[src/verilog/io_line_params.svh]
// constants for the io line function selector block
`ifndef IO_LINE_PARAMS_SVH
`define IO_LINE_PARAMS_SVH

`define LINE_COUNT          4
`define SEL_WIDTH           16
`define PAR_ADDR_WIDTH      16

// parameter addresses
`define ADDR_LINE1_SEL      16'h0722
`define ADDR_LINE2_SEL      16'h0724
`define ADDR_LINE3_SEL      16'h0726
`define ADDR_LINE4_SEL      16'h0728
`define ADDR_LINE_STATE     16'h072A
`define ADDR_OUT_VALUE      16'h072C

// selector codes
`define FN_GP_INPUT         16'h0001
`define FN_FAULT_RESET      16'h0002
`define FN_ENABLE           16'h0003
`define FN_HALT             16'h0004
`define FN_JOG_POS          16'h0009
`define FN_JOG_NEG          16'h000A
`define FN_JOG_FAST         16'h000B
`define FN_REF_SWITCH       16'h0014
`define FN_LIMIT_POS        16'h0015
`define FN_LIMIT_NEG        16'h0016
`define FN_GP_OUTPUT        16'h0065
`define FN_NO_FAULT         16'h0066
`define FN_ACTIVE           16'h0067

// factory defaults per line
`define RST_LINE1_SEL       16'h0015
`define RST_LINE2_SEL       16'h0016
`define RST_LINE3_SEL       16'h0001
`define RST_LINE4_SEL       16'h0014
`define RST_OUT_VALUE       4'h0

`endif

[src/verilog/io_line_pkg.sv]
// types shared by the io line function selector block
package io_line_pkg;

    // parameter access request from the fieldbus side
    typedef struct packed {
        logic        rd;
        logic        wr;
        logic [15:0] addr;
        logic [15:0] wdata;
    } par_req_type;

    // parameter access answer
    typedef struct packed {
        logic        ack;
        logic        err;
        logic [15:0] rdata;
    } par_rsp_type;

    // input functions delivered to the drive core
    typedef struct packed {
        logic fault_reset;
        logic enable;
        logic halt;
        logic jog_pos;
        logic jog_neg;
        logic jog_fast;
        logic ref_switch;
        logic positive_travel_limit;
        logic negative_travel_limit;
    } in_func_type;

endpackage : io_line_pkg

[src/verilog/io_line_function_select.sv]
// function assignment of the four digital io lines
`timescale 1ns/1ps
`include "io_line_params.svh"

// What this block does
// - Each line has its own 16-bit selector and code 1 makes it a general input.
// - Code 2 makes the line a fault reset input that acts only in local control mode.
// - Code 3 makes the line a power stage enable input honoured only in local control mode.
// - Code 4 makes the line a halt request input.
// - Codes 9, 10 and 11 make the line jog positive, jog negative and jog fast/slow.
// - Code 20 makes the line the reference switch input on any of the four lines.
// - Code 21, positive limit switch, is accepted only on the first line.
// - Code 22, negative limit switch, is accepted only on the second line.
// - Codes 101, 102 and 103 make the line an output of a software value, no-fault or active.
// - Selector writes are accepted only while the power stage is disabled.
// - A stored selector takes effect only at the next power-up.
// - Factory defaults are positive limit, negative limit, general input and reference switch.
// - Levels of lines set as general inputs are readable as the line input state.
module io_line_function_select
    import io_line_pkg::*;
(
    // clock, reset and power-up
    input  wire logic                   mclk_i,
    input  wire logic                   rst_i,
    input  wire logic                   power_up_i,
    // parameter access
    input  wire io_line_pkg::par_req_type par_req_i,
    output io_line_pkg::par_rsp_type    par_rsp_o,
    // drive status
    input  wire logic                   power_stage_enabled_i,
    input  wire logic                   local_mode_i,
    input  wire logic                   no_fault_i,
    input  wire logic                   drive_active_i,
    // io line pins
    input  wire logic [3:0]             line_in_i,
    output logic [3:0]                  line_out_o,
    output logic [3:0]                  line_oe_o,
    // input functions to the drive core
    output io_line_pkg::in_func_type    in_func_o
);
    import io_line_pkg::*;

    // which codes a given line accepts
    function automatic logic code_ok(input logic [1:0] line, input logic [15:0] code);
        case (code)
            `FN_GP_INPUT, `FN_FAULT_RESET, `FN_ENABLE, `FN_HALT,
            `FN_JOG_POS, `FN_JOG_NEG, `FN_JOG_FAST, `FN_REF_SWITCH,
            `FN_GP_OUTPUT, `FN_NO_FAULT, `FN_ACTIVE: code_ok = 1'b1;
            `FN_LIMIT_POS: code_ok = (line == 2'd0);
            `FN_LIMIT_NEG: code_ok = (line == 2'd1);
            default:       code_ok = 1'b0;
        endcase
    endfunction : code_ok

    // stored copy survives power_up_i; the active copy is what the pins obey
    logic [15:0]  stored    [4];
    logic [15:0]  active    [4];
    logic [3:0]   out_value;
    par_rsp_type  rsp;
    in_func_type  func;
    logic [3:0]   pin_out;
    logic [3:0]   pin_oe;

    // address decode
    logic [3:0]   sel_hit;
    logic         state_hit;
    logic         outv_hit;
    logic [1:0]   sel_idx;
    logic         any_sel;
    logic         wr_ok;
    assign sel_hit[0] = (par_req_i.addr == `ADDR_LINE1_SEL);
    assign sel_hit[1] = (par_req_i.addr == `ADDR_LINE2_SEL);
    assign sel_hit[2] = (par_req_i.addr == `ADDR_LINE3_SEL);
    assign sel_hit[3] = (par_req_i.addr == `ADDR_LINE4_SEL);
    assign state_hit  = (par_req_i.addr == `ADDR_LINE_STATE);
    assign outv_hit   = (par_req_i.addr == `ADDR_OUT_VALUE);
    assign any_sel    = |sel_hit;
    assign sel_idx    = sel_hit[3] ? 2'd3 : sel_hit[2] ? 2'd2 : sel_hit[1] ? 2'd1 : 2'd0;
    // writing while the power stage runs could retarget a limit switch under motion
    assign wr_ok      = par_req_i.wr && any_sel && !power_stage_enabled_i
                        && code_ok(sel_idx, par_req_i.wdata);

    // general input levels, masked to lines configured as such
    logic [3:0] gp_level;
    genvar g;
    generate
        for (g = 0; g < 4; g++) begin : g_line
            assign gp_level[g] = line_in_i[g] && (active[g] == `FN_GP_INPUT);
            assign pin_oe[g]   = (active[g] == `FN_GP_OUTPUT) || (active[g] == `FN_NO_FAULT)
                                 || (active[g] == `FN_ACTIVE);
            assign pin_out[g]  = (active[g] == `FN_GP_OUTPUT) ? out_value[g]
                               : (active[g] == `FN_NO_FAULT)  ? no_fault_i
                               : (active[g] == `FN_ACTIVE)    ? drive_active_i : 1'b0;
        end
    endgenerate

    // input function gathering over all lines
    in_func_type next_func;
    always_comb begin
        next_func = '0;
        for (int i = 0; i < 4; i++) begin
            if (line_in_i[i]) begin
                case (active[i])
                    `FN_FAULT_RESET: next_func.fault_reset = local_mode_i;
                    `FN_ENABLE:      next_func.enable      = local_mode_i;
                    `FN_HALT:        next_func.halt        = 1'b1;
                    `FN_JOG_POS:     next_func.jog_pos     = 1'b1;
                    `FN_JOG_NEG:     next_func.jog_neg     = 1'b1;
                    `FN_JOG_FAST:    next_func.jog_fast    = 1'b1;
                    `FN_REF_SWITCH:  next_func.ref_switch  = 1'b1;
                    `FN_LIMIT_POS:   next_func.positive_travel_limit = (i == 0);
                    `FN_LIMIT_NEG:   next_func.negative_travel_limit = (i == 1);
                    default:         ;
                endcase
            end
        end
    end

    // read data and answer
    par_rsp_type next_rsp;
    always_comb begin
        next_rsp       = '0;
        next_rsp.ack   = par_req_i.rd || par_req_i.wr;
        if (par_req_i.rd) begin
            if (any_sel)        next_rsp.rdata = stored[sel_idx];
            else if (state_hit) next_rsp.rdata = {12'h000, gp_level};
            else if (outv_hit)  next_rsp.rdata = {12'h000, out_value};
            else                next_rsp.err   = 1'b1;
        end else if (par_req_i.wr) begin
            next_rsp.err = !(wr_ok || outv_hit);
        end
    end

    // stored selectors, factory defaults on reset
    always_ff @(posedge mclk_i) begin
        if (rst_i) begin
            stored[0] <= `RST_LINE1_SEL;
            stored[1] <= `RST_LINE2_SEL;
            stored[2] <= `RST_LINE3_SEL;
            stored[3] <= `RST_LINE4_SEL;
        end else if (wr_ok) begin
            stored[sel_idx] <= par_req_i.wdata;
        end
    end

    // active selectors take factory defaults on reset and reload from stored only at power-up
    always_ff @(posedge mclk_i) begin
        if (rst_i) begin
            active[0] <= `RST_LINE1_SEL;
            active[1] <= `RST_LINE2_SEL;
            active[2] <= `RST_LINE3_SEL;
            active[3] <= `RST_LINE4_SEL;
        end else if (power_up_i) begin
            active <= stored;
        end
    end

    always_ff @(posedge mclk_i) begin
        if (rst_i) begin
            out_value  <= `RST_OUT_VALUE;
            rsp        <= '0;
            func       <= '0;
            line_out_o <= 4'h0;
            line_oe_o  <= 4'h0;
        end else begin
            if (par_req_i.wr && outv_hit) out_value <= par_req_i.wdata[3:0];
            rsp        <= next_rsp;
            func       <= next_func;
            line_out_o <= pin_out;
            line_oe_o  <= pin_oe;
        end
    end

    assign par_rsp_o = rsp;
    assign in_func_o = func;

    // checks
    property p_write_blocked;
        @(posedge mclk_i) disable iff (rst_i)
        (par_req_i.wr && any_sel && power_stage_enabled_i)
            |=> $stable(stored[0]) && $stable(stored[1]) && $stable(stored[2]) && $stable(stored[3]);
    endproperty
    a_write_blocked: assert property (p_write_blocked) else $error("selector changed while power on");

    property p_bad_code;
        @(posedge mclk_i) disable iff (rst_i)
        (par_req_i.wr && !par_req_i.rd && sel_hit[2] && par_req_i.wdata == `FN_LIMIT_POS)
            |=> $stable(stored[2]) && rsp.err;
    endproperty
    a_bad_code: assert property (p_bad_code) else $error("limit code accepted on line three");

    property p_hold_active;
        @(posedge mclk_i) disable iff (rst_i)
        !power_up_i |=> $stable(active[0]) && $stable(active[1]) && $stable(active[2]) && $stable(active[3]);
    endproperty
    a_hold_active: assert property (p_hold_active) else $error("active selector changed without power-up");

    property p_power_up;
        @(posedge mclk_i) disable iff (rst_i)
        power_up_i |=> active[0] == $past(stored[0]) && active[3] == $past(stored[3]);
    endproperty
    a_power_up: assert property (p_power_up) else $error("power-up did not load stored selectors");

    property p_fault_reset_local;
        @(posedge mclk_i) disable iff (rst_i)
        in_func_o.fault_reset |-> $past(local_mode_i) && $past(line_in_i) != 4'h0;
    endproperty
    a_fault_reset_local: assert property (p_fault_reset_local) else $error("fault reset outside local mode");

    property p_enable_local;
        @(posedge mclk_i) disable iff (rst_i)
        !local_mode_i |=> !in_func_o.enable;
    endproperty
    a_enable_local: assert property (p_enable_local) else $error("enable outside local mode");

    property p_limit_pos;
        @(posedge mclk_i) disable iff (rst_i)
        (active[0] == `FN_LIMIT_POS && line_in_i[0]) |=> in_func_o.positive_travel_limit;
    endproperty
    a_limit_pos: assert property (p_limit_pos) else $error("positive limit not passed from line one");

    property p_halt;
        @(posedge mclk_i) disable iff (rst_i)
        (active[2] == `FN_HALT && line_in_i[2]) |=> in_func_o.halt;
    endproperty
    a_halt: assert property (p_halt) else $error("halt not passed");

    property p_no_fault_out;
        @(posedge mclk_i) disable iff (rst_i)
        (active[2] == `FN_NO_FAULT) |=> line_oe_o[2] && line_out_o[2] == $past(no_fault_i);
    endproperty
    a_no_fault_out: assert property (p_no_fault_out) else $error("no-fault output wrong");

    property p_gp_state;
        @(posedge mclk_i) disable iff (rst_i)
        (par_req_i.rd && state_hit && active[2] == `FN_GP_INPUT) |=> par_rsp_o.rdata[2] == $past(line_in_i[2]);
    endproperty
    a_gp_state: assert property (p_gp_state) else $error("line state read wrong");

    property p_limit_neg;
        @(posedge mclk_i) disable iff (rst_i)
        (active[1] == `FN_LIMIT_NEG && line_in_i[1]) |=> in_func_o.negative_travel_limit;
    endproperty
    a_limit_neg: assert property (p_limit_neg) else $error("negative limit not passed from line two");

    property p_limit_neg_reject;
        @(posedge mclk_i) disable iff (rst_i)
        (par_req_i.wr && !par_req_i.rd && sel_hit[0] && par_req_i.wdata == `FN_LIMIT_NEG)
            |=> $stable(stored[0]) && par_rsp_o.err;
    endproperty
    a_limit_neg_reject: assert property (p_limit_neg_reject) else $error("negative limit taken on line one");

    property p_ref_switch;
        @(posedge mclk_i) disable iff (rst_i)
        (active[3] == `FN_REF_SWITCH && line_in_i[3]) |=> in_func_o.ref_switch;
    endproperty
    a_ref_switch: assert property (p_ref_switch) else $error("reference switch not passed");

    property p_jog_pos;
        @(posedge mclk_i) disable iff (rst_i)
        (active[3] == `FN_JOG_POS && line_in_i[3]) |=> in_func_o.jog_pos;
    endproperty
    a_jog_pos: assert property (p_jog_pos) else $error("jog positive not passed");

    property p_jog_fast;
        @(posedge mclk_i) disable iff (rst_i)
        (active[3] == `FN_JOG_FAST && line_in_i[3]) |=> in_func_o.jog_fast;
    endproperty
    a_jog_fast: assert property (p_jog_fast) else $error("jog speed choice not passed");

    property p_enable_pass;
        @(posedge mclk_i) disable iff (rst_i)
        (active[3] == `FN_ENABLE && line_in_i[3] && local_mode_i) |=> in_func_o.enable;
    endproperty
    a_enable_pass: assert property (p_enable_pass) else $error("enable not passed in local mode");

    property p_fault_reset_pass;
        @(posedge mclk_i) disable iff (rst_i)
        (active[3] == `FN_FAULT_RESET && line_in_i[3] && local_mode_i) |=> in_func_o.fault_reset;
    endproperty
    a_fault_reset_pass: assert property (p_fault_reset_pass) else $error("fault reset not passed in local mode");

    property p_factory;
        @(posedge mclk_i) disable iff (rst_i)
        $fell(rst_i) |-> active[0] == `RST_LINE1_SEL && active[1] == `RST_LINE2_SEL
                         && active[2] == `RST_LINE3_SEL && active[3] == `RST_LINE4_SEL;
    endproperty
    a_factory: assert property (p_factory) else $error("factory functions not active after reset");

    property p_write_ok;
        @(posedge mclk_i) disable iff (rst_i)
        (par_req_i.wr && !par_req_i.rd && sel_hit[2] && !power_stage_enabled_i && par_req_i.wdata == `FN_HALT)
            |=> stored[2] == `FN_HALT && par_rsp_o.ack && !par_rsp_o.err;
    endproperty
    a_write_ok: assert property (p_write_ok) else $error("legal selector write not stored");

    property p_active_out;
        @(posedge mclk_i) disable iff (rst_i)
        (active[2] == `FN_ACTIVE) |=> line_oe_o[2] && line_out_o[2] == $past(drive_active_i);
    endproperty
    a_active_out: assert property (p_active_out) else $error("active output wrong");

    property p_gp_out;
        @(posedge mclk_i) disable iff (rst_i)
        (active[2] == `FN_GP_OUTPUT) |=> line_oe_o[2] && line_out_o[2] == $past(out_value[2]);
    endproperty
    a_gp_out: assert property (p_gp_out) else $error("software output wrong");

    property p_input_no_drive;
        @(posedge mclk_i) disable iff (rst_i)
        (active[2] == `FN_GP_INPUT) |=> !line_oe_o[2];
    endproperty
    a_input_no_drive: assert property (p_input_no_drive) else $error("general input line driven");

endmodule : io_line_function_select

[config.mk]
export PLATFORM = sky130hd
export DESIGN_NAME = io_line_function_select
export DESIGN_NICKNAME = d
export VERILOG_FILES = /design/src/verilog/io_line_pkg.sv /design/src/verilog/io_line_function_select.sv
export VERILOG_INCLUDE_DIRS = /design/src /design/src/verilog
export SDC_FILE = /design/constraint.sdc
export NUM_CORES = 1
export LEC_CHECK = 0
export BUFFER_PORTS_ARGS = -buffer_cell sky130_fd_sc_hd__clkbuf_2
export CORE_ASPECT_RATIO = 0.7
export CORE_MARGIN = 1
export CORE_UTILIZATION = 58
export CTS_CLUSTER_SIZE = 30
export DETAILED_ROUTE_END_ITERATION = 12
export GPL_ROUTABILITY_DRIVEN = 1
export PLACE_DENSITY = 0.86
export SYNTH_ARGS = -nofsm -noshare
export SYNTH_HDL_FRONTEND = slang
export SYNTH_SLANG_ARGS = --single-unit
export TNS_END_PERCENT = 5
[constraint.sdc]
create_clock -name mclk_i -period 2.5 [get_ports mclk_i]
set_input_delay 0.25 -clock mclk_i [delete_from_list [all_inputs] [get_ports mclk_i]]
set_output_delay 0.25 -clock mclk_i [all_outputs]
set_load 0.01 [all_outputs]
==> flow_summary.toml, run 1 <==
[status]
outcome = "finished clean"

[sta]
fin_skew_ps = 9.975
fmax_mhz = 448.5
fin_crit_ps = 2230
maxSlewViolCount = 0
relSlewSlack_pct = 42.92
worstMarginPinSlew_ps = 853.6
setup-tns-final_ps = 0
finalSetupViolCount = 0
finalCritPeriodShare_pct = 89.19
grt_setup_unrepaired = "no"
finalHoldViolations = 0

[routing]
drt_wl_total_um = 19020
vias = 5998
via_per_inst = 6.216
wl_per_cell_um = 19.71
drt_iter0_markers = 764
ant_nets = 0
drc = 0
dr.pass1.iters = 5

[setup_path]
startpoint_type = "flop"
worstPathArrival_ps = 2570
slowest_delay_ps = 450
r2r_start = "active[12]"
critical_path_required_ps = 2840
crit_path_end_kind = "flop"
crit_chain = "nor4_1 -> nand2_1 -> or3_1 -> nor3_1 -> nand3_1 -> a31oi_1"
critPathLaunch = "active[12]"
criticalPathCategory = "reg2reg"
critPathMaxFanout = 4
crit_family = "simple AND/OR/NAND/NOR gates"
cp_slowest_cell = "nor4_1"
crit_buf_inv = 0

[power_and_ir_drop]
internal_power_uw = 4069
finalPower_uw = 5414
ir_drop_mv = 0.5339
leakage_uw = 0.003503
p_switching_uw = 1345
combPwrFrac_pct = 4.7
sequentialPowerShare_pct = 49.3
p_sw_share_pct = 24.84
clkPwrFrac_pct = 46.0
powerDensity_nw_per_um2 = 677.2

[clock_tree]
cts.path.max_buffers = 2
cts_resized = 0
cts-root-buf = "clkbuf_16"
htree_levels = 4
path_clk_slew_ps = 70
cts_setup_buffers = 0
hold_buffers = 0
numCtsBuffers = 17
clock_sinks = 167
clkLatencyLatePin_ps = 430
cts_tree = "built"

[grt]
grt_max_degree = 38
overflow = 0
grt_pass1_wl_um = 30210
grt_pass1_vias = 5565
grtUsageTotal_pct = 32.26
antenna_found_initial = 0

[placed_design]
place.gp.congestion = 0.9286
place_area_um2 = 7428
dp.final_hpwl_um = 13330
portBuffers = 79

[yosys]
synth-main-ff-cell = "dfxtp_1"
postSynth.asyncResetShare_pct = 0
yosysWarnings = 0
synth_nets = 766
synth_area_per_cell_um2 = 9.492
syn_area_um2 = 6844
synthCells = 721
synth-seq-cells = 167
synth.distinct_cells = 57
synth-edff-count = 0
yosysSeqAreaShare_pct = 48.85

[cells_and_area]
layout_commonest_cell = "dfxtp_1"
diodes = 0
layout_common_cells = "dfxtp_1 (167), nor2_1 (119), mux2i_1 (93), clkbuf_2 (78), nand2_1 (54)"
syn_to_final_growth_pct = 16.80
fin_area_um2 = 7994
nFillCells = 809
drive_gt1_share_pct = 19.46
final_nets = 844

[hold_path]
hp-start = "local_mode_i"
min_path_type = "in2reg"

[die]
row_count = 32
io_pins = 80
core_area_um2 = 11250
start_util_pct = 60.83
dieArea_um2 = 12250
fp.dieH_um = 92.89
die_w_um = 131.8

[flow_run]
maxCapViolCount = 0
==> worst min-delay path, delay by kind of cell <==
kind | cells | cell delay, ps
buffers and inverters | 1 | 90
and+or+nand+nor | 1 | 70
AOI/OAI and AO/OA | 1 | 40
==> metal layers <==
layer / GRT usage (%) / routed length [um] / vias to the layer above
li1: - / - / 2708
met2: 48.10 / 8215 / 390
met4: 11.53 / 334 / 0
met3: 9.141 / 2408 / 50
met1: 44.45 / 8062 / 2850
met5: 0 / 0 / -
==> state kept, by name (all words and copies together), names as in the netlist <==
| name | cells |
|---|---|
| stored | 64 |
| active | 64 |
| out_value | 4 |
| line_out_o | 4 |
| par_rsp_o | 18 |
| line_oe_o | 4 |
| in_func_o | 9 |
==> path summary, 6_finish.rpt <==
path	endpoint	slack, ps	cells after the start
hold reg to reg	stored[42]	490	1
hold / removal	in_func_o[7]	80	3
setup reg to reg	in_func_o[4]	270	6
setup / recovery	in_func_o[4]	270	6
==> area by class of cell <==
cell class / count / area (um2) / share of cell area [%]
flip-flops and latches: 167 / 3343 / 41.82
multi-input cells: 507 / 3311 / 41.41
repair buffers: 98 / 553.0 / 6.918
clock buffers: 17 / 425.4 / 5.322
well taps: 153 / 191.4 / 2.395
clock inverters: 15 / 140.1 / 1.753
inverters: 8 / 30.03 / 0.3756
==> synthesized netlist by cell type, drive strengths merged, types with 6 or more instances <==
cell type | number | area, um2
buf | 11 | 60.06
a21oi | 29 | 148.9
nand3 | 13 | 65.06
nor3 | 11 | 60.06
inv | 7 | 26.28
and3 | 23 | 143.9
nor4 | 10 | 62.56
o21ai | 11 | 55.05
mux2i | 93 | 930.9
nor4b | 6 | 88.84
and2 | 21 | 131.4
or3 | 6 | 37.54
dfxtp | 167 | 3343
nor2 | 119 | 446.7
nand2 | 54 | 202.7
a31oi | 8 | 50.05
mux2 | 15 | 168.9
o211ai | 6 | 50.05
nand2b | 10 | 62.56
nor2b | 13 | 81.33
a22oi | 16 | 120.1
clkbuf | 28 | 106.4
==> power by group through the flow <==
| stage | Sequential, uW | Clock (uW) | Combinational, uW |
|---|---|---|---|
| finish | 2670 | 2490 | 254 |
| global route | 2670 | 2630 | 268 |
| CTS | 2670 | 2500 | 247 |
| detailed placement | 2730 | 0 | 244 |
| global placement | 2730 | 0 | 237 |
| floorplan | 2730 | 0 | 146 |
==> through the flow <==
step / util [%] / setup slack [ps] / hold WS, ps / cells
floorplan: - / 563.5 / 375.1 / 721
global placement: 66.03 / 332.0 / 465.2 / 933
detailed placement: 66.03 / 184.6 / 473.6 / 933
CTS: 71.05 / 313.8 / 71.39 / 965
global route: 71.05 / 128.8 / 79.90 / 965
finish: 71.05 / 270.3 / 79.58 / 965
==> cell families after synthesis <==
group	Yosys count	synth area share (%)
and+or+nand+nor	308	23.14
DFF	167	48.85
buffers and inverters	47	2.870
muxes	108	16.07
AOI/OAI and AO/OA	91	9.068
No activity file was read; power rests on OpenSTA's default activity.
==> run 2: changes to the inputs <==
--- a/config.mk
+++ b/config.mk
@@ -9,11 +9,12 @@
 export BUFFER_PORTS_ARGS = -buffer_cell sky130_fd_sc_hd__clkbuf_2
 export CORE_ASPECT_RATIO = 0.7
 export CORE_MARGIN = 1
-export CORE_UTILIZATION = 58
+export CORE_UTILIZATION = 60
+export CTS_BUF_LIST = sky130_fd_sc_hd__clkbuf_8
 export CTS_CLUSTER_SIZE = 30
 export DETAILED_ROUTE_END_ITERATION = 12
 export GPL_ROUTABILITY_DRIVEN = 1
-export PLACE_DENSITY = 0.86
+export PLACE_DENSITY = 0.89
 export SYNTH_ARGS = -nofsm -noshare
 export SYNTH_HDL_FRONTEND = slang
 export SYNTH_SLANG_ARGS = --single-unit
==> run 2 against run 1 <==
  * First-iteration DRC count is 1.3% higher
  * Sequential power hardly changed
  * Cell area is 2.4% lower
  * Hold slack worse by 49 ps
  * Clock skew is 2.4 ps higher
  * Utilization is 0.42 points lower
==> flow_summary.toml, run 2 (same netlist as run 1, synthesis figures left out) <==
[routing]
drc = 0
via_per_inst = 6.092
wl_per_cell_um = 18.70
ant_nets = 0
dr.pass1.iters = 8
vias = 5854
drt_wl_total_um = 17970
drt_iter0_markers = 774

[status]
outcome = "finished clean"

[sta]
worstMarginPinSlew_ps = 907.4
finalHoldViolations = 0
fin_skew_ps = 12.35
grt_setup_unrepaired = "no"
finalSetupViolCount = 0
relSlewSlack_pct = 39.33
setup-tns-final_ps = 0
hold_ws_ps = 31.00
finalCritPeriodShare_pct = 89.85
fin_crit_ps = 2246
fmax_mhz = 445.2
maxSlewViolCount = 0

[clock_tree]
cts.path.max_buffers = 2
cts_tree = "built"
htree_levels = 4
clkLatencyLatePin_ps = 470
cts_setup_buffers = 0
numCtsBuffers = 17
cts_resized = 0
cts-root-buf = "clkbuf_8"
clock_sinks = 167
path_clk_slew_ps = 100
hold_buffers = 0

[setup_path]
cp-endpoint = "in_func_o[1]"
critPathMaxFanout = 4
criticalPathCategory = "reg2reg"
crit_path_end_kind = "flop"
critPathLaunch = "active[42]"
r2r_cells = 5
startpoint_type = "flop"
r2r_start = "active[42]"
worstPathArrival_ps = 2600
critical_path_required_ps = 2860
reg2reg_slack_ps = 250
regToRegEndpoint = "in_func_o[1]"

[cells_and_area]
layout_commonest_cell = "dfxtp_1"
drive_gt1_share_pct = 19.06
nFillCells = 816
syn_to_final_growth_pct = 14.04
fin_area_um2 = 7805
final_nets = 840
layout_common_cells = "dfxtp_1 (167), nor2_1 (119), mux2i_1 (93), clkbuf_2 (78), nand2_1 (54)"
diodes = 0

[grt]
grt_max_degree = 92
antenna_found_initial = 0
grt_pass1_wl_um = 28770
grtUsageTotal_pct = 31.94
grt_pass1_vias = 5585
overflow = 0

[power_and_ir_drop]
finalPower_uw = 4835
ir_drop_mv = 0.4016
powerDensity_nw_per_um2 = 619.4
leakage_uw = 0.003410

[die]
fp.dieH_um = 91.36
io_pins = 80
start_util_pct = 61.93
dieArea_um2 = 11840
die_w_um = 129.7
core_area_um2 = 11050
row_count = 32

[placed_design]
portBuffers = 79
dp.final_hpwl_um = 12670
place_area_um2 = 7411
place.gp.congestion = 0.9724

[hold_path]
min_path_type = "in2reg"
hold_depth = 3

[flow_run]
maxCapViolCount = 0
==> run 2: cell count changes in the layout (fill, tap and decap cells not counted), moves of 2 or more <==
cell	change
clkbuf_16	-17
clkbuf_8	+17
buf_4	-5
inv_6	+4
clkinv_4	-2
inv_8	-2
==> run 2: routing by layer <==
layer,track usage [%],share of wire (%),vias up
met5,0,0,-
met4,13.28,2.6,0
met3,8.780,11,59
met2,46.48,43,350
met1,44.33,44,2755
li1,-,-,2690
==> run 2: worst min-delay path by stage <==
stage            startpoint           end  slack [ps]
6_report       local_mode_i  in_func_o[8]          30
3_5_place_dp     stored[61]    stored[61]         480
4_1_cts        local_mode_i  in_func_o[8]           8
3_3_place_gp     active[25]    active[25]         470
2_1_floorplan  par_req_i[2]     stored[2]         380
5_1_grt        local_mode_i  in_func_o[7]          20
==> run 2: area by class of cell <==
cell class                      instances  area [um2]  share of cell area (%)
Inverter                                8       30.03                  0.3847
Clock inverter                         15       160.2                   2.052
Sequential cell                       167        3343                   42.83
Multi-Input combinational cell        507        3311                   42.42
Timing Repair Buffer                   94       535.5                   6.861
Clock buffer                           17       234.0                   2.998
Tap cell                              153       191.4                   2.453
==> run 2: critical path, stage by stage, from the launching register on <==
cell and delay, ps:
dfxtp_1 320, nor4_1 380, nand3_1 340, nor4b_1 770, nand2_1 100, and3_1 220
==> run 2: power breakdown <==
group	leakage (uW)	internal [uW]	switching (uW)
registers	0.00135	2660	2.70
logic	0.00187	89.0	158
clock network	0.000194	827	1090
==> run 2: through the flow <==
step	cells	util, %	setup WS [ps]
2_1_floorplan	721	-	563.5
5_1_grt	961	70.63	159.6
6_report	961	70.63	253.8
3_5_place_dp	929	67.06	251.7
4_1_cts	961	70.63	305.3
3_3_place_gp	929	67.06	366.5
==> run 3: changes to the inputs <==
--- a/config.mk
+++ b/config.mk
@@ -9,12 +9,12 @@
 export BUFFER_PORTS_ARGS = -buffer_cell sky130_fd_sc_hd__clkbuf_2
 export CORE_ASPECT_RATIO = 0.7
 export CORE_MARGIN = 1
-export CORE_UTILIZATION = 60
+export CORE_UTILIZATION = 54
 export CTS_BUF_LIST = sky130_fd_sc_hd__clkbuf_8
 export CTS_CLUSTER_SIZE = 30
 export DETAILED_ROUTE_END_ITERATION = 12
 export GPL_ROUTABILITY_DRIVEN = 1
-export PLACE_DENSITY = 0.89
+export PLACE_DENSITY = 0.85
 export SYNTH_ARGS = -nofsm -noshare
 export SYNTH_HDL_FRONTEND = slang
 export SYNTH_SLANG_ARGS = --single-unit
==> constraint.sdc (replaced) <==
create_clock -name mclk_i -period 2 [get_ports mclk_i]
set_input_delay 0.2 -clock mclk_i [delete_from_list [all_inputs] [get_ports mclk_i]]
set_output_delay 0.2 -clock mclk_i [all_outputs]
set_load 0.01 [all_outputs]
==> run 3 against run 2 <==
  * Combinational power is 34% higher
  * Clock-buffer cell count stayed put
  * Hold slack worse by 8.4 ps
  * First-iteration DRC count is 28% lower
==> flow_summary.toml, run 3 (same netlist as run 1, synthesis figures left out) <==
[grt]
antenna_found_initial = 0
grt_pass1_vias = 5756
grt_max_degree = 43
overflow = 0
grtUsageTotal_pct = 30.47
grt_pass1_wl_um = 30080

[power_and_ir_drop]
leakage_uw = 0.003573
sequentialPowerShare_pct = 54.6
clkPwrFrac_pct = 40.0
p_switching_uw = 1515
finalPower_uw = 6108
internal_power_uw = 4592
powerDensity_nw_per_um2 = 753.5
p_sw_share_pct = 24.81
ir_drop_mv = 0.4575
combPwrFrac_pct = 5.4

[clock_tree]
htree_levels = 4
cts_tree = "built"
clkLatencyLatePin_ps = 460
path_clk_slew_ps = 90
cts-root-buf = "clkbuf_8"
numCtsBuffers = 17
cts.path.max_buffers = 2
clock_sinks = 167

[hold_path]
hp-start = "par_req_i[32]"
min_path_type = "in2reg"

[cells_and_area]
final_nets = 865
diodes = 0
layout_common_cells = "dfxtp_1 (166), nor2_1 (119), mux2i_1 (93), clkbuf_2 (78), nand2_1 (54)"
syn_to_final_growth_pct = 18.43
layout_commonest_cell = "dfxtp_1"
fin_area_um2 = 8105
post-route-util_pct = 67.46
drive_gt1_share_pct = 23.05

[placed_design]
place_area_um2 = 7589
dp.final_hpwl_um = 13740
place.gp.congestion = 0.9803
portBuffers = 79

[die]
start_util_pct = 56.96
fp.dieH_um = 96.19
io_pins = 80
row_count = 33
core_area_um2 = 12020
die_w_um = 136.6
dieArea_um2 = 13140

[setup_path]
worstPathArrival_ps = 2370
critPathLaunch = "active[28]"
r2r_start = "active[28]"
critPathMaxFanout = 4
startpoint_type = "flop"
crit_path_end_kind = "flop"
critical_path_required_ps = 2390
criticalPathCategory = "reg2reg"

[routing]
ant_nets = 0
via_per_inst = 6.041
dr.pass1.iters = 5
drt_iter0_markers = 555
drt_wl_total_um = 19060
vias = 5981
wl_per_cell_um = 19.26
drc = 0

[sta]
setup-tns-final_ps = 0
grt_setup_unrepaired = "yes"
maxSlewViolCount = 0
finalCritPeriodShare_pct = 99.08
finalSetupViolCount = 0
fmax_mhz = 504.7
worstMarginPinSlew_ps = 482.6
finalHoldViolations = 0
relSlewSlack_pct = 67.71
fin_crit_ps = 1982
fin_skew_ps = 12.52

[flow_run]
maxCapViolCount = 0

[status]
outcome = "finished clean"
-- run 3: final cells by class --
type	instances	area [um2]
inverter	8	30.03
sequential	167	3344
timing repair buffer	119	725.7
fill	875	3910
clock buffer	17	234.0
tap	157	196.4
clock inverter	15	167.7
multi-input combinational	507	3407
-- run 3: power groups by stage --
stage / clock [uW] / sequential (uW) / combinational, uW
floorplan: 0 / 3410 / 183
global placement: 0 / 3410 / 309
detailed placement: 0 / 3410 / 319
CTS: 2450 / 3330 / 322
global route: 2620 / 3340 / 350
finish: 2440 / 3330 / 331
-- run 3: layer usage --
layer	global-route usage, %	share of wire [%]	up-vias
met1	39.93	43	2843
met3	10.11	11	53
met2	46.57	44	335
met5	0	0	-
met4	11.39	2.7	0
li1	-	-	2750
-- run 3: critical path, stage by stage, from the launching register on --
cell and delay [ps]:
dfxtp_1 340, nor4_2 280, nand2_1 100, or3_1 430
nor3_1 390, nand3_1 180, a31oi_1 170
-- run 3: final timing paths --
path	endpoint	slack, ps	cells past startpoint
setup / recovery	in_func_o[3]	20	6
hold / removal	par_rsp_o[17]	20	3
hold reg to reg	active[23]	500	2
setup reg to reg	in_func_o[3]	20	6
-- run 3: stage by stage --
stage,hold WS (ps),worst slack (ps),cells
2_1_floorplan,325.1,113.5,721
5_1_grt,29.19,-64.67,990
3_5_place_dp,449.5,-62.84,956
3_3_place_gp,444.1,37.68,956
6_report,22.56,18.46,990
4_1_cts,13.59,18.68,989
-- run 3: repair_timing --
action / in CTS / in global routing
pin swaps: 0 / 4
endpoints found under the setup margin: 4 / 16
hold endpoints to repair: 2 / 0
gates resized for setup: 3 / 14
hold buffers: 1 / 0
setup buffers: 0 / 1
